===== src/crp_pkg.sv =====
package crp_pkg;

  // Word addresses cover byte address bits 35:2
  localparam int unsigned ADDR_W     = 34;
  // Ring pages are 4k bytes, so a page number covers byte address bits 35:12
  localparam int unsigned PAGE_W     = 24;
  localparam int unsigned PAGE_SHIFT = 10;
  localparam int unsigned DEPTH_W    = 24;
  // Snoop window ahead of the write pointer, in words
  localparam int unsigned SNOOP_WIN  = 32;
  localparam logic [DEPTH_W-1:0] DEPTH_RST = 24'h000000;

  // Packet header type codes, bits 2:0
  localparam int unsigned TYPE_LSB  = 0;
  localparam int unsigned TYPE_MSB  = 2;
  localparam logic [2:0] PKT_CTRL   = 3'h0;
  localparam logic [2:0] PKT_REGS   = 3'h1;
  localparam logic [2:0] PKT_MASK2D = 3'h2;

  // Control packet function codes, bits 5:3
  localparam int unsigned FUNC_LSB = 3;
  localparam int unsigned FUNC_MSB = 5;
  localparam logic [2:0] FN_NOP               = 3'h0;
  localparam logic [2:0] FN_CALL              = 3'h1;
  localparam logic [2:0] FN_SUBROUTINE_RETURN = 3'h2;
  localparam logic [2:0] FN_JMP_LOCAL         = 3'h3;
  localparam logic [2:0] FN_JMP_AGP           = 3'h4;

  // Jump target: header bits 28:6 carry address 24:2, second word bits 10:0 carry 35:25
  localparam int unsigned JLO_LSB = 6;
  localparam int unsigned JLO_MSB = 28;
  localparam int unsigned JHI_LSB = 0;
  localparam int unsigned JHI_MSB = 10;

  // Register-write packet fields
  localparam int unsigned CNT_LSB  = 16;
  localparam int unsigned CNT_MSB  = 31;
  localparam int unsigned INC_BIT  = 15;
  localparam int unsigned IS2D_BIT = 14;
  localparam int unsigned CHIP_LSB = 11;
  localparam int unsigned CHIP_MSB = 12;
  localparam int unsigned NUM_LSB  = 3;
  localparam int unsigned NUM_MSB  = 10;

  // Masked 2D packet: mask in bits 31:3, first target is 2D offset 8
  localparam int unsigned MASK_LSB  = 3;
  localparam int unsigned MASK_MSB  = 31;
  localparam int unsigned MASK_W    = 29;
  localparam logic [7:0]  MASK_BASE = 8'h08;

  typedef struct packed {
    logic       is_2d;
    logic [1:0] chip;
    logic [7:0] num;
    logic [31:0] data;
  } crp_reg_wr_s;

  // Step a ring pointer one word, reloading the base when it lands on the rollover address
  function automatic logic [ADDR_W-1:0] crp_step(input logic [ADDR_W-1:0] ptr,
                                                 input logic [ADDR_W-1:0] base,
                                                 input logic [ADDR_W-1:0] roll);
    logic [ADDR_W-1:0] inc;
    inc = ptr + 34'h000000001;
    crp_step = (inc == roll) ? base : inc;
  endfunction

endpackage


===== src/crp_mask_walker.sv =====
`timescale 1ns/1ns
module crp_mask_walker (
  input  wire logic [crp_pkg::MASK_W-1:0] mask,
  output logic      [4:0]                 idx,
  output logic      [crp_pkg::MASK_W-1:0] rest
);

  // Lowest set bit first, so writes come out in ascending order
  always_comb begin
    idx = 5'h00;
    for (int i = crp_pkg::MASK_W - 1; i >= 0; i--) begin
      if (mask[i]) begin
        idx = 5'(i);
      end
    end
  end

  // Clearing the lowest set bit leaves the words still owed
  assign rest = mask & (mask - 29'h00000001);

endmodule


===== src/crp_hole_tracker.sv =====
`timescale 1ns/1ns
module crp_hole_tracker (
  input  wire logic                       clk,
  input  wire logic                       rstn,
  input  wire logic                       enable,
  input  wire logic                       restart,
  input  wire logic [crp_pkg::ADDR_W-1:0] base_addr,
  input  wire logic [crp_pkg::ADDR_W-1:0] roll_addr,
  input  wire logic                       snoop_valid,
  input  wire logic [crp_pkg::ADDR_W-1:0] snoop_addr,
  output logic      [crp_pkg::ADDR_W-1:0] wptr,
  output logic                            advance
);

  logic [crp_pkg::SNOOP_WIN-1:0] seen;
  logic [crp_pkg::SNOOP_WIN-1:0] mark;
  logic [crp_pkg::SNOOP_WIN-1:0] next_seen;
  logic [crp_pkg::ADDR_W-1:0]    offset;

  // Writes beyond the window are lost; the host never runs that far ahead of the gap
  assign offset = snoop_addr - wptr;

  // Mark each written word, then slide the window by one when its front word is filled
  generate
    for (genvar i = 0; i < crp_pkg::SNOOP_WIN; i++) begin : g_slot
      assign mark[i] = seen[i] | (snoop_valid && offset == 34'(i));
      if (i < crp_pkg::SNOOP_WIN - 1) begin : g_mid
        assign next_seen[i] = seen[0] ? mark[i+1] : mark[i];
      end else begin : g_top
        assign next_seen[i] = seen[0] ? 1'b0 : mark[i];
      end
    end
  endgenerate

  always_ff @(posedge clk) begin
    if (!rstn) begin
      seen    <= '0;
      wptr    <= '0;
      advance <= 1'b0;
    end else if (restart || !enable) begin
      seen    <= '0;
      wptr    <= base_addr;
      advance <= 1'b0;
    end else begin
      seen    <= next_seen;
      advance <= seen[0];
      if (seen[0]) begin
        wptr <= crp_pkg::crp_step(wptr, base_addr, roll_addr);
      end
    end
  end

endmodule


===== src/crp_command_ring_parser.sv =====
`timescale 1ns/1ns
module crp_command_ring_parser (
  input  wire logic                        clk,
  input  wire logic                        rstn,
  input  wire logic [crp_pkg::PAGE_W-1:0]  ring_base_page,
  input  wire logic [crp_pkg::PAGE_W-1:0]  ring_roll_page,
  input  wire logic                        ring_in_agp,
  input  wire logic                        hw_manage_en,
  input  wire logic                        ring_restart,
  input  wire logic                        bump_valid,
  input  wire logic [crp_pkg::DEPTH_W-1:0] bump_words,
  input  wire logic                        snoop_valid,
  input  wire logic [crp_pkg::ADDR_W-1:0]  snoop_addr,
  output logic                             fetch_req,
  output logic      [crp_pkg::ADDR_W-1:0]  fetch_addr,
  output logic                             fetch_agp,
  input  wire logic                        fetch_ack,
  input  wire logic [31:0]                 fetch_data,
  output logic                             reg_wr_valid,
  output crp_pkg::crp_reg_wr_s             reg_wr,
  output logic                             skipped,
  output logic      [crp_pkg::DEPTH_W-1:0] depth,
  output logic      [crp_pkg::ADDR_W-1:0]  read_ptr,
  output logic      [crp_pkg::ADDR_W-1:0]  write_ptr,
  output logic                             busy
);

  typedef enum logic [1:0] {
    ST_HDR,
    ST_AGP_HI,
    ST_REGS,
    ST_MASK
  } crp_state_e;

  crp_state_e                  state;
  logic                        need_load;
  logic                        src_agp;
  logic [crp_pkg::ADDR_W-1:0]  base_addr;
  logic [crp_pkg::ADDR_W-1:0]  roll_addr;
  logic [crp_pkg::ADDR_W-1:0]  seq_next;
  logic                        hw_mode;
  logic                        hw_advance;
  logic                        take;
  logic [2:0]                  hdr_type;
  logic [2:0]                  hdr_func;
  logic [crp_pkg::ADDR_W-1:0]  ret_ptr;
  logic                        ret_agp;
  logic [22:0]                 jump_lo;
  logic                        jump_now;
  logic                        jump_to_agp;
  logic [crp_pkg::ADDR_W-1:0]  jump_target;
  logic [15:0]                 words_left;
  logic                        dest_inc;
  logic                        dest_2d;
  logic [1:0]                  dest_chip;
  logic [7:0]                  dest_num;
  logic [crp_pkg::MASK_W-1:0]  mask_left;
  logic [4:0]                  mask_idx;
  logic [crp_pkg::MASK_W-1:0]  mask_rest;
  logic [crp_pkg::DEPTH_W-1:0] depth_add;
  logic [crp_pkg::DEPTH_W-1:0] depth_sub;

  // page numbers make the ring a whole number of 4k pages
  assign base_addr = {ring_base_page, 10'h000};
  assign roll_addr = {ring_roll_page, 10'h000};

  // snooping is meaningless for AGP, so an AGP ring falls back to bumps
  assign hw_mode = hw_manage_en && !ring_in_agp;

  // A word is consumed in the cycle the memory answers
  assign take     = fetch_req && fetch_ack;
  assign hdr_type = fetch_data[crp_pkg::TYPE_MSB:crp_pkg::TYPE_LSB];
  assign hdr_func = fetch_data[crp_pkg::FUNC_MSB:crp_pkg::FUNC_LSB];
  assign seq_next = crp_pkg::crp_step(read_ptr, base_addr, roll_addr);

  crp_hole_tracker u_tracker (
    .clk         (clk),
    .rstn        (rstn),
    .enable      (hw_mode),
    .restart     (ring_restart || need_load),
    .base_addr   (base_addr),
    .roll_addr   (roll_addr),
    .snoop_valid (snoop_valid),
    .snoop_addr  (snoop_addr),
    .wptr        (write_ptr),
    .advance     (hw_advance)
  );

  crp_mask_walker u_walker (
    .mask (mask_left),
    .idx  (mask_idx),
    .rest (mask_rest)
  );

  // Reset cannot load a port value, so the base is taken one cycle after release
  always_ff @(posedge clk) begin
    if (!rstn) begin
      need_load <= 1'b1;
    end else begin
      need_load <= 1'b0;
    end
  end

  // Jump decode: header functions and the second word of an AGP jump
  always_comb begin
    jump_now    = 1'b0;
    jump_to_agp = 1'b0;
    jump_target = '0;
    if (take) begin
      unique case (state)
        ST_HDR: begin
          if (hdr_type == crp_pkg::PKT_CTRL) begin
            if (hdr_func == crp_pkg::FN_CALL || hdr_func == crp_pkg::FN_JMP_LOCAL) begin
              jump_now    = 1'b1;
              jump_target = 34'(fetch_data[crp_pkg::JLO_MSB:crp_pkg::JLO_LSB]);
            end else if (hdr_func == crp_pkg::FN_SUBROUTINE_RETURN) begin
              jump_now    = 1'b1;
              jump_target = ret_ptr;
              jump_to_agp = ret_agp;
            end
          end
        end
        ST_AGP_HI: begin
          jump_now    = 1'b1;
          jump_to_agp = 1'b1;
          jump_target = {fetch_data[crp_pkg::JHI_MSB:crp_pkg::JHI_LSB], jump_lo};
        end
        ST_REGS, ST_MASK: begin
          jump_now = 1'b0;
        end
      endcase
    end
  end

  // read pointer walks the ring, reloading base at rollover
  always_ff @(posedge clk) begin
    if (!rstn) begin
      read_ptr <= '0;
      src_agp  <= 1'b0;
    end else if (need_load || ring_restart) begin
      read_ptr <= base_addr;
      src_agp  <= ring_in_agp;
    end else if (jump_now) begin
      read_ptr <= jump_target;
      src_agp  <= jump_to_agp;
    end else if (take) begin
      read_ptr <= seq_next;
    end
  end

  // a single return slot; a second call overwrites it
  always_ff @(posedge clk) begin
    if (!rstn) begin
      ret_ptr <= '0;
      ret_agp <= 1'b0;
    end else if (take && state == ST_HDR && hdr_type == crp_pkg::PKT_CTRL &&
                 hdr_func == crp_pkg::FN_CALL) begin
      ret_ptr <= seq_next;
      ret_agp <= src_agp;
    end
  end

  // Pending words: bumps or snooped runs in, fetched words out
  always_comb begin
    depth_add = '0;
    if (hw_mode) begin
      depth_add = {23'h000000, hw_advance};
    end else if (bump_valid) begin
      depth_add = bump_words;
    end
    depth_sub = {23'h000000, take};
  end

  always_ff @(posedge clk) begin
    if (!rstn || ring_restart) begin
      depth <= crp_pkg::DEPTH_RST;
    end else begin
      depth <= depth + depth_add - depth_sub;
    end
  end

  // request a word whenever depth is nonzero; one outstanding at a time
  always_ff @(posedge clk) begin
    if (!rstn) begin
      fetch_req  <= 1'b0;
      fetch_addr <= '0;
      fetch_agp  <= 1'b0;
    end else if (ring_restart || take) begin
      fetch_req <= 1'b0;
    end else if (!fetch_req && !need_load && depth != '0) begin
      fetch_req  <= 1'b1;
      fetch_addr <= read_ptr;
      fetch_agp  <= src_agp;
    end
  end

  // Packet parser: header decode and data word sequencing
  always_ff @(posedge clk) begin
    if (!rstn || ring_restart) begin
      state      <= ST_HDR;
      jump_lo    <= '0;
      words_left <= '0;
      mask_left  <= '0;
    end else if (take) begin
      unique case (state)
        ST_HDR: begin
          unique case (hdr_type)
            crp_pkg::PKT_CTRL: begin
              if (hdr_func == crp_pkg::FN_JMP_AGP) begin
                jump_lo <= fetch_data[crp_pkg::JLO_MSB:crp_pkg::JLO_LSB];
                state   <= ST_AGP_HI;
              end
            end
            crp_pkg::PKT_REGS: begin
              if (fetch_data[crp_pkg::CNT_MSB:crp_pkg::CNT_LSB] != 16'h0000) begin
                words_left <= fetch_data[crp_pkg::CNT_MSB:crp_pkg::CNT_LSB];
                state      <= ST_REGS;
              end
            end
            crp_pkg::PKT_MASK2D: begin
              // zero mask is a lone header
              if (fetch_data[crp_pkg::MASK_MSB:crp_pkg::MASK_LSB] != '0) begin
                mask_left <= fetch_data[crp_pkg::MASK_MSB:crp_pkg::MASK_LSB];
                state     <= ST_MASK;
              end
            end
            default: begin
              state <= ST_HDR;
            end
          endcase
        end
        ST_AGP_HI: begin
          state <= ST_HDR;
        end
        ST_REGS: begin
          words_left <= words_left - 16'h0001;
          if (words_left == 16'h0001) begin
            state <= ST_HDR;
          end
        end
        ST_MASK: begin
          mask_left <= mask_rest;
          if (mask_rest == '0) begin
            state <= ST_HDR;
          end
        end
      endcase
    end
  end

  // destination decode for register packets; number steps in increment mode
  always_ff @(posedge clk) begin
    if (!rstn) begin
      dest_inc  <= 1'b0;
      dest_2d   <= 1'b0;
      dest_chip <= '0;
      dest_num  <= '0;
    end else if (take && state == ST_HDR && hdr_type == crp_pkg::PKT_REGS) begin
      dest_inc  <= fetch_data[crp_pkg::INC_BIT];
      dest_2d   <= fetch_data[crp_pkg::IS2D_BIT];
      dest_chip <= fetch_data[crp_pkg::CHIP_MSB:crp_pkg::CHIP_LSB];
      dest_num  <= fetch_data[crp_pkg::NUM_MSB:crp_pkg::NUM_LSB];
    end else if (take && state == ST_REGS && dest_inc) begin
      dest_num <= dest_num + 8'h01;
    end
  end

  // Register write strobe, one cycle per data word; no back-pressure from targets
  always_ff @(posedge clk) begin
    if (!rstn) begin
      reg_wr_valid <= 1'b0;
      reg_wr       <= '0;
    end else begin
      reg_wr_valid <= take && (state == ST_REGS || state == ST_MASK);
      if (take && state == ST_REGS) begin
        reg_wr.is_2d <= dest_2d;
        reg_wr.chip  <= dest_chip;
        reg_wr.num   <= dest_num;
        reg_wr.data  <= fetch_data;
      end else if (take && state == ST_MASK) begin
        reg_wr.is_2d <= 1'b1;
        reg_wr.chip  <= 2'h0;
        reg_wr.num   <= crp_pkg::MASK_BASE + {3'h0, mask_idx};
        reg_wr.data  <= fetch_data;
      end
    end
  end

  // reserved codes flagged and dropped as a single word
  always_ff @(posedge clk) begin
    if (!rstn) begin
      skipped <= 1'b0;
    end else begin
      skipped <= take && state == ST_HDR &&
                 ((hdr_type == crp_pkg::PKT_CTRL && hdr_func > crp_pkg::FN_JMP_AGP) ||
                  (hdr_type != crp_pkg::PKT_CTRL && hdr_type != crp_pkg::PKT_REGS &&
                   hdr_type != crp_pkg::PKT_MASK2D));
    end
  end

  // Busy while words are pending, a fetch is out, or a packet is half parsed
  always_ff @(posedge clk) begin
    if (!rstn) begin
      busy <= 1'b0;
    end else begin
      busy <= (depth != '0) || fetch_req || (state != ST_HDR);
    end
  end

endmodule


===== config.mk =====
export PLATFORM = sky130hd
export DESIGN_NAME = crp_command_ring_parser
export DESIGN_NICKNAME = d
export VERILOG_FILES = /design/src/crp_pkg.sv /design/src/crp_mask_walker.sv /design/src/crp_hole_tracker.sv /design/src/crp_command_ring_parser.sv
export SDC_FILE = /design/constraint.sdc
export NUM_CORES = 1
export LEC_CHECK = 0
export BUFFER_PORTS_ARGS = -buffer_cell sky130_fd_sc_hd__buf_2
export CORE_ASPECT_RATIO = 2
export CORE_UTILIZATION = 50
export DETAILED_ROUTE_END_ITERATION = 7
export PLACE_DENSITY = 0.86
export SYNTH_ARGS = -nofsm -noshare
export SYNTH_HDL_FRONTEND = slang
export SYNTH_SLANG_ARGS = --single-unit

===== constraint.sdc =====
create_clock -name clk -period 3.95 [get_ports clk]
set_input_delay 0.1975 -clock clk [delete_from_list [all_inputs] [get_ports clk]]
set_output_delay 0.1975 -clock clk [all_outputs]
set_load 0.01 [all_outputs]

== Word level (Yosys, flattened, before mapping) ==
Cells that the tools add are included.
Word-level totals
  flip-flop bits (word level): 326
  word-level logic and storage cells: 322
Cells by class
  add/sub/neg operators: 9
  $lt $le $gt $ge: 1
  equal/unequal tests: 54
  multiplexer cells: 104
  bitwise gates (word level): 35
  reduce and logical (&&, ||, !) cells: 89
Operator list (number)
  34-bit by 5-bit == test with 1-bit output, second input constant: 16
  34-bit 2-to-1 mux: 11
  34-bit by 4-bit == test with 1-bit output, second input constant: 8
  5-bit 2-to-1 mux: 29
  34-bit by 3-bit == test with 1-bit output, second input constant: 4
  43-bit 2-to-1 mux: 2
  34-bit by 1-bit adder with 34-bit output, second input constant: 2
  34-bit by 2-bit == test with 1-bit output, second input constant: 2
  34-bit == test: 2
  34-bit one-hot mux with 2 select lines: 1
  29-bit 2-to-1 mux: 2
  29-bit one-hot mux with 2 select lines: 1
  1-bit logical AND: 48
  24-bit 2-to-1 mux: 2
  1-bit 2-to-1 mux: 42
  34-bit by 1-bit == test with 1-bit output, second input constant: 1
  34-bit zero test: 1
  34-bit subtractor: 1
  16-bit 2-to-1 mux: 2
  1-bit bitwise OR: 32
  16-bit one-hot mux with 2 select lines: 1
  29-bit AND: 1
  29-bit zero test: 1
  29-bit nonzero test: 1
  other kinds (38): 79

== Logic depth before layout (Yosys ltp) ==
Gate-level depths: netlist (run 1).
  depth in word-level cells: 32
  mapped depth: 20
  gate-level depth less buffers: 19

== Hierarchy ==
Synthesis (run 1) repeated with hierarchy kept, for this count alone.
Unflattened totals
  cell total of the unflattened synthesis: 3079
  area total of the unflattened synthesis: 22655.5 um2
Modules (own cells, without submodules)
  crp_command_ring_parser: instances 1, cells an instance 2020, area an instance 15068.2 um2, sequential area each 5185.0 um2
  crp_hole_tracker: instances 1, cells an instance 952, area an instance 6911.6 um2, sequential area each 1341.3 um2
  crp_mask_walker: instances 1, cells an instance 107, area an instance 675.6 um2, sequential area each 0.0 um2

== Worst setup path before layout (run 1) ==
OpenSTA, ideal clock, no wires.
  path kind: register to register
  start point: reg u_tracker.wptr[0] in the netlist's numbering
  end point: reg u_tracker.seen[11] in the netlist's numbering
  arrival: 3660 ps
  path slack: 203 ps
  cell stages (with the launch flop): 15
  period minus slack after synthesis: 3747 ps
  path through: dfxtp_1 -> ha_1 -> inv_1 -> fa_1 -> a211oi_2 -> o211ai_2 -> a41oi_2 -> nor4_2 -> or2_1 -> a22o_1 -> a2111oi_2 -> nand4_1 -> or3_4 -> buf_6 -> o31ai_1
On the way
  longest elaborated chain between the ends: 5
  elaborated cells between the ends (all ways): 8
  classes of those cells: add/sub (1); eq/ne (2); mux (1); bitwise (2); reduce/logical (2)
RTL lines
  start: declaration: RTL line crp_hole_tracker.sv:11  | output logic [crp_pkg::ADDR_W-1:0] wptr,
  start signal: assignment: RTL line crp_hole_tracker.sv:42  | wptr <= base_addr;
  start signal: assignment: RTL line crp_hole_tracker.sv:48  | wptr <= crp_pkg::crp_step(wptr, base_addr, roll_addr);
  34-bit subtractor *: RTL line crp_hole_tracker.sv:21  | assign offset = snoop_addr - wptr;
  34-bit by 4-bit == test with 1-bit output: RTL line crp_hole_tracker.sv:26  | assign mark[i] = seen[i] | (snoop_valid && offset == 34'(i));
  1-bit logical AND: RTL line crp_hole_tracker.sv:26
  1-bit bitwise OR: RTL line crp_hole_tracker.sv:26
  1-bit 2-to-1 mux *: RTL line crp_hole_tracker.sv:28  | assign next_seen[i] = seen[0] ? mark[i+1] : mark[i];
  end signal: assignment: RTL line crp_hole_tracker.sv:45  | seen <= next_seen;
  end: declaration: RTL line crp_hole_tracker.sv:15  | logic [crp_pkg::SNOOP_WIN-1:0] seen;
Mark *: on every way between the ends. The rest lies on a longest branch, timed or not.
A chain may end at the register's enable or synchronous reset.

== Worst setup path in the final report (run 1) ==
  start point: reg u_tracker.wptr[0] in the netlist's numbering
  end point: reg u_tracker.seen[3] in the netlist's numbering
On the way
  longest elaborated chain between the ends: 5
  elaborated cells between the ends (all ways): 8
  classes of those cells: add/sub (1); eq/ne (2); mux (1); bitwise (2); reduce/logical (2)
RTL lines (RTL line)
  34-bit subtractor *: crp_hole_tracker.sv:21
  34-bit by 2-bit == test with 1-bit output / 34-bit by 3-bit == test with 1-bit output (equally long branches): crp_hole_tracker.sv:26
  1-bit logical AND: crp_hole_tracker.sv:26
  1-bit bitwise OR: crp_hole_tracker.sv:26
  1-bit 2-to-1 mux *: crp_hole_tracker.sv:28
Marks and branches as above.

==> results.sh, run 1 <==
export IMPL_areaGrowthSynthToFinish_pct=21.9
export IMPL_use_met2=0.648
export IMPL_grt_first_pass_wirelength_mm=126
export IMPL_synth_nets=3115
export IMPL_cts_path_max_buffers=3
export IMPL_post_synthesis_instance_total=2882
export IMPL_run_status="complete, but fails checks"
export IMPL_synth_edff_count=0
export IMPL_worstPathRequired_ns=4.43
export IMPL_post_dp_hpwl_mm=61.1
export IMPL_finish_net_count=3514
export IMPL_crit_arrival_ns=4.45
export IMPL_end_kind="register"
export IMPL_use_met1=0.355
export IMPL_period_needed_ns=3.97
export IMPL_finalClockSkew_ns=0.0200
export IMPL_wirelength_mm=82.9
export IMPL_cts_buffers_inserted=30
export IMPL_netlist_top_cells_area="dfxtp_1, nand2_1, a21oi_1"
export IMPL_route_vias_total=24275
export IMPL_timing_final_setup_violations=1
export IMPL_tritoncts="yes"
export IMPL_fmaxAchievable_mhz=252
export IMPL_global_route_peak_usage_layer="met2"
export IMPL_synthArstFlopShare=0
export IMPL_root_buffer="clkbuf_16"
export IMPL_synth_avg_cell_area_um2=7.40
export IMPL_synth_seq_area_share=0.306
export IMPL_insertion_delay_ns=0.59
export IMPL_drive_above_1_share=0.194
export IMPL_design_portCount=320
export IMPL_die_width_um=148
export IMPL_final_period_utilization=1.00
export IMPL_antenna_violating_nets_post_route=0
export IMPL_placement_setup_worst_slack_ns=-0.245
export IMPL_detail_route_drc_violations=0
export IMPL_grt_overflow_total=0
export IMPL_first_global_vias=23758
export IMPL_buffer_ports_inserted=319
export IMPL_std_cell_rows=106
export IMPL_final_hold_viol_count=0
export IMPL_clkSlewWorstSetupHoldPaths_ns=0.07
export IMPL_yosys_warnings=0
export IMPL_fp_coreArea_um2=41900
export IMPL_drtIter0Drc=2162
export IMPL_failing_checks="negative setup slack"
export IMPL_htree_num_levels=1
export IMPL_max_slew_margin=0.231
export IMPL_power_per_cell_area_nw_per_um2=377
export IMPL_pin_count_of_the_biggest_net_entering_global_routing=139
export IMPL_vdd_ir_drop_max_mv=0.270
export IMPL_synth_top_cell_area_share=0.306
export IMPL_drt_first_pass_iters=6
export IMPL_post_synth_top_count_cell="nand2_1"
export IMPL_synth_main_ff_cell="dfxtp_1"
export IMPL_critPathMaxFanout=6
export IMPL_global_route_usage_sum=0.371
export IMPL_grt_antenna_before_repair=9
export IMPL_timing_setup_critical_path_class="register to register"
export IMPL_final_design_area_no_fill_um2=26000
export IMPL_power_leakage_nw=10.5
export IMPL_tightest_slew_ns=1.15
export IMPL_avgViaCountPerCell=6.30
export IMPL_grt_use_met3=0.0771
export IMPL_setup_slack_ns=-0.0193
export IMPL_design_die_area_um2=43500
export IMPL_initial_utilization=0.509
export IMPL_crit_path_start_kind="register"
export IMPL_post_synth_num_cell_types=94
export IMPL_final_max_slew_viol_count=0
export IMPL_post_synth_most_frequent_cells="nand2_1, dfxtp_1, a21oi_1"
export IMPL_globalplace_congestion=1.04
export IMPL_wl_per_cell_um=21.5
export IMPL_clock_sinks=326
export IMPL_synth_largest_area_cell="dfxtp_1"
export IMPL_drv_max_cap_violation_count=0
export IMPL_post_synth_instance_area_um2=21300
export IMPL_post_dp_cell_area_um2=24300
export IMPL_ys_ff_latch=326
export IMPL_hold_class="input pin to register"
export IMPL_rsz_0062_raised_after_global_routing="yes"
export IMPL_dieHeight_um=294
-- cells in the final DEF, fill, tap and decap left out, types with 61 or more instances in the layout --
master     n
nor2_1   231
inv_1    143
buf_2    319
dfxtp_1  326
ha_1      85
nor3_1    61
buf_4    187
o21ai_0  165
a21oi_1  281
xnor2_1  105
a22oi_1   70
nand2_1  469
-- area by class of cell --
cell class | count | area (um2)
tap | 540 | 676
antenna | 9 | 22.5
timing repair buffer | 559 | 3560
multi-input combinational | 2220 | 13700
clock buffer | 41 | 873
inverter | 144 | 543
fill | 3711 | 15900
sequential | 326 | 6530
clock inverter | 15 | 144
-- layer usage --
layer | share of wire | vias to the layer above
met4 | 0.11 | 2
li1 | - | 11072
met2 | 0.49 | 1443
met5 | 0.00018 | -
met3 | 0.083 | 541
met1 | 0.32 | 11217
-- power breakdown --
group	switching (mW)	leakage [nW]	internal, mW	total [mW]
Clock	1.39	0.499	1.68	3.07
Combinational	1.86	7.31	1.30	3.16
Sequential	0.142	2.64	3.43	3.57
-- worst max-delay path: stages, from the launching register on --
cell	delay, ns
dfxtp_1	0.34
ha_1	0.18
inv_1	0.07
fa_2	0.38
a211oi_4	0.29
o211ai_2	0.18
a41oi_4	0.27
nor4_2	0.09
buf_4	0.15
or2_1	0.23
a22o_1	0.22
a2111oi_2	0.32
buf_4	0.25
nand4_1	0.17
or3_4	0.48
o31ai_2	0.24
-- state kept, by name (all words and copies together), names as in the netlist --
register,flops
reg_wr,43
state,2
mask_left,29
busy,1
depth,24
fetch_addr,34
u_tracker.advance,1
dest_num,8
skipped,1
dest_2d,1
ret_ptr,34
dest_chip,2
dest_inc,1
read_ptr,34
fetch_req,1
u_tracker.seen,32
u_tracker.wptr,34
words_left,16
ret_agp,1
jump_lo,23
src_agp,1
reg_wr_valid,1
fetch_agp,1
need_load,1
-- repair_timing --
item | 4_1_cts | 5_1_grt
setup endpoints to repair | 3 | 103
cloned | 0 | 2
endpoints found under the hold margin | 98 | 0
pin swaps | 0 | 16
resized for setup | 3 | 34
setup buffers | 0 | 3
hold buffers | 50 | 0
-- stage by stage --
step | setup TNS [ns] | hold WS [ns] | power [mW] | util | cells
4_1_cts | 0 | 0.00726 | 9.71 | 0.616 | 3840
3_3_place_gp | -0.158 | 0.427 | 6.55 | 0.579 | 3734
5_1_grt | -1.49 | 0.0346 | 10.2 | 0.620 | 3849
6_report | -0.0193 | 0.0127 | 9.80 | 0.620 | 3854
3_5_place_dp | -0.424 | 0.443 | 6.61 | 0.579 | 3734
2_1_floorplan | 0 | 0.333 | 5.61 | - | 2882
-- worst paths after layout --
kind | from | endpoint | slack (ns) | cells past startpoint
setup reg to reg | u_tracker.wptr[0] | u_tracker.seen[3] | -0.02 | 15
hold reg to reg | reg_wr[27] | reg_wr[27] | 0.45 | 2
hold / removal | fetch_data[5] | reg_wr[5] | 0.01 | 3
setup / recovery | u_tracker.wptr[0] | u_tracker.seen[3] | -0.02 | 15
-- cells by family after synthesis --
| kind of cell | after synthesis | share of synthesized area |
|---|---|---|
| mux | 39 | 0.0185 |
| simple gates | 1105 | 0.243 |
| flops | 326 | 0.306 |
| xor+xnor | 151 | 0.0659 |
| fa+ha+maj | 91 | 0.0536 |
| compound gates | 832 | 0.250 |
| buf+inv | 338 | 0.0622 |
Power figures use the tool's default switching activity.
==> inputs of run 2 (changes only) <==
--- a/config.mk
+++ b/config.mk
@@ -5,11 +5,13 @@
 export SDC_FILE = /design/constraint.sdc
 export NUM_CORES = 1
 export LEC_CHECK = 0
+export ABC_AREA = 1
 export BUFFER_PORTS_ARGS = -buffer_cell sky130_fd_sc_hd__buf_2
 export CORE_ASPECT_RATIO = 2
 export CORE_UTILIZATION = 50
 export DETAILED_ROUTE_END_ITERATION = 7
 export PLACE_DENSITY = 0.86
+export SETUP_SLACK_MARGIN = 0.4
 export SYNTH_ARGS = -nofsm -noshare
 export SYNTH_HDL_FRONTEND = slang
 export SYNTH_SLANG_ARGS = --single-unit
==> run 2 against run 1 <==
Effect of this change: the run now ends clean; critical path depth increased by 1; count of clock-buffer cells in the layout increased by 1; clock skew decreased by 0.0076 ns; sequential cell count unchanged; fmax increased by 13%; sequential power about the same; clock power increased by 7.8%; die area decreased by 0.50%.
==> results.sh, run 2 <==
export IMPL_main_combinational_cell_family_by_area_after_synthesis="simple AND/OR/NAND/NOR gates"
export IMPL_post_synth_most_frequent_cells="nand2_1, inv_1, dfxtp_1"
export IMPL_areaGrowthSynthToFinish_pct=19.9
export IMPL_vdd_ir_drop_max_mv=0.334
export IMPL_path_delay_family="simple AND/OR/NAND/NOR gates"
export IMPL_initial_utilization=0.508
export IMPL_rsz_0062_raised_after_global_routing="yes"
export IMPL_wl_per_cell_um=21.0
export IMPL_setup_slack_ns=0.432
export IMPL_final_period_utilization=0.891
export IMPL_synth_seq_area_share=0.308
export IMPL_layout_common_cells="nand2_1, inv_1, buf_2"
export IMPL_final_cell_count_without_fillers=4102
export IMPL_post_synth_num_cell_types=61
export IMPL_regToRegStartpoint="read_ptr[22]"
export IMPL_place_inst=4006
export IMPL_flop2flop_setup_slack_ns=0.43
export IMPL_synth_edff_count=0
export IMPL_fp_coreArea_um2=41800
export IMPL_final_common_cell="nand2_1"
export IMPL_route_vias_total=24411
export IMPL_wirelength_mm=86.3
export IMPL_synth_nets=3437
export IMPL_tightest_slew_ns=0.917
export IMPL_design_die_area_um2=43300
export IMPL_drtIter0Drc=2068
export IMPL_met2_wl_post_dr_mm=42.3
export IMPL_finalClockSkew_ns=0.0124
export IMPL_power_leakage_nw=11.9
export IMPL_grt_overflow_total=0
export IMPL_cts_buffers_inserted=31
export IMPL_end_kind="register"
export IMPL_worstPathRequired_ns=4.43
export IMPL_design_portCount=320
export IMPL_max_slew_margin=0.388
export IMPL_routed_top_layer="met5"
export IMPL_synth_avg_cell_area_um2=6.62
export IMPL_final_hold_viol_count=0
export IMPL_cts_path_max_buffers=3
export IMPL_crit_arrival_ns=4.00
export IMPL_synthArstFlopShare=0
export IMPL_fmaxAchievable_mhz=284
export IMPL_drv_max_cap_violation_count=0
export IMPL_tritoncts="yes"
export IMPL_largest_register_ff_count=43
export IMPL_die_width_um=148
export IMPL_clock_sinks=326
export IMPL_period_needed_ns=3.52
export IMPL_pin_count_of_the_biggest_net_entering_global_routing=77
export IMPL_synth_xor_area_share=0.0512
export IMPL_synth_compound_area_share=0.216
export IMPL_regMostFlops="reg_wr"
export IMPL_post_synth_instance_area_um2=21200
export IMPL_met3_wirelength_mm=7.53
export IMPL_netlist_top_cells_area="dfxtp_1, nand2_1, inv_1"
export IMPL_finalSetupTns_ns=0
export IMPL_antenna_violating_nets_post_route=0
export IMPL_globalplace_congestion=1.08
export IMPL_synth_largest_area_cell="dfxtp_1"
export IMPL_global_route_usage_sum=0.387
export IMPL_drive_above_1_share=0.163
export IMPL_final_util=0.609
export IMPL_timing_final_setup_violations=0
export IMPL_finish_net_count=3768
export IMPL_std_cell_rows=106
export IMPL_detail_route_drc_violations=0
export IMPL_dieHeight_um=293
export IMPL_grt_first_pass_wirelength_mm=129
export IMPL_first_global_vias=24058
export IMPL_post_synth_mux_area_share=0
export IMPL_synth_main_ff_cell="dfxtp_1"
export IMPL_run_status="completed"
export IMPL_buffer_ports_inserted=319
export IMPL_hold_end="reg_wr[25]"
export IMPL_post_synth_top_count_cell="nand2_1"
export IMPL_cp_num_buf_inv=2
export IMPL_final_max_slew_viol_count=0
export IMPL_synth_simple_area_share=0.267
export IMPL_critPathMaxFanout=11
export IMPL_hold_depth=3
export IMPL_placement_setup_worst_slack_ns=0.211
export IMPL_ys_ff_latch=326
export IMPL_yosys_warnings=0
export IMPL_power_per_cell_area_nw_per_um2=374
export IMPL_htree_num_levels=1
export IMPL_crit_path_start_kind="register"
export IMPL_critical_path_cell_chain="nand2_1, nor2_1, nand2_1, or3_1, xor2_1, buf_4, nor2_1, nor3_1, nand3_2, nor2_4, nand3_4, nand2_1, nand3_1, a21oi_1, buf_4, nor2_1"
export IMPL_cell_with_the_largest_stage_delay_on_the_worst_path="dfxtp_1"
export IMPL_hold_class="input pin to register"
export IMPL_m1WireLength_mm=26.2
export IMPL_clkSlewWorstSetupHoldPaths_ns=0.07
export IMPL_root_buffer="clkbuf_16"
export IMPL_avgViaCountPerCell=5.95
export IMPL_crit_reg2reg_capture="read_ptr[19]"
export IMPL_post_dp_hpwl_mm=64.9
export IMPL_synth_adder_area_share=0.0520
export IMPL_min_delay_start="fetch_data[25]"
export IMPL_drt_first_pass_iters=7
export IMPL_post_synthesis_instance_total=3204
export IMPL_cp_slowest_stage_delay_ns=0.66
export IMPL_timing_reg2reg_worst_path_depth=16
export IMPL_timing_setup_critical_path_class="register to register"
export IMPL_insertion_delay_ns=0.60
export IMPL_grt_antenna_before_repair=6
export IMPL_synth_top_cell_area_share=0.308
run 2: repair_timing:
action / 4_1_cts / 5_1_grt
endpoints found under the hold margin: 46 / 0
hold buffers: 27 / 0
gates resized for setup: 11 / 81
setup endpoints to repair: 69 / 118
cloned: 0 / 1
pin swaps: 0 / 12
setup buffers: 0 / 8
run 2: worst max-delay path by stage:
| stage | slack, ns | depth (start not counted) | from | to |
|---|---|---|---|---|
| 2_1_floorplan | 0.78 | 28 | hw_manage_en | depth[22] |
| 3_3_place_gp | 0.23 | 21 | u_tracker.wptr[0] | u_tracker.seen[31] |
| 3_5_place_dp | 0.21 | 21 | u_tracker.wptr[0] | u_tracker.seen[25] |
| 4_1_cts | 0.40 | 15 | u_tracker.wptr[1] | u_tracker.wptr[26] |
| 5_1_grt | 0.26 | 20 | read_ptr[16] | read_ptr[19] |
| 6_report | 0.43 | 16 | read_ptr[22] | read_ptr[19] |
run 2: through the flow:
step           cell area [um2]  power [mW]  hold slack, ns
4_1_cts                  25000        9.32         0.00111
6_report                 25400        9.52          0.0203
3_3_place_gp             23600        5.98           0.448
2_1_floorplan            21200        5.14           0.276
3_5_place_dp             23600        6.02           0.452
5_1_grt                  25400        9.93          0.0377
run 2: cells by family after synthesis:
kind of cell / count (synthesis)
simple gates: 1281
buf+inv: 587
compound gates: 799
xor+xnor: 124
fa+ha+maj: 87
flops: 326
run 2: worst min-delay path, stage by stage:
cell and delay [ns]:
buf_2 0.12, inv_1 0.12, a21oi_1 0.14
run 2: power by group:
group / total (mW) / internal, mW / switching (mW)
clock: 3.31 / 1.90 / 1.42
sequential: 3.58 / 3.43 / 0.142
combinational: 2.63 / 0.921 / 1.71
total: 9.52 / 6.25 / 3.27
run 2: cell type report:
| class | count | area (um2) |
|---|---|---|
| Antenna cell | 4 | 10.0 |
| Clock buffer | 42 | 887 |
| Clock inverter | 14 | 206 |
| Fill cell | 3880 | 16300 |
| Inverter | 445 | 1670 |
| Multi-Input combinational cell | 2292 | 12800 |
| Sequential cell | 326 | 6540 |
| Tap cell | 540 | 676 |
| Timing Repair Buffer | 439 | 2660 |
run 2: per-layer routing:
layer  track usage  vias up
met2         0.683     1353
met4         0.405        4
met1         0.346    11113
met3        0.0941      530
met5             0        -
li1              -    11411
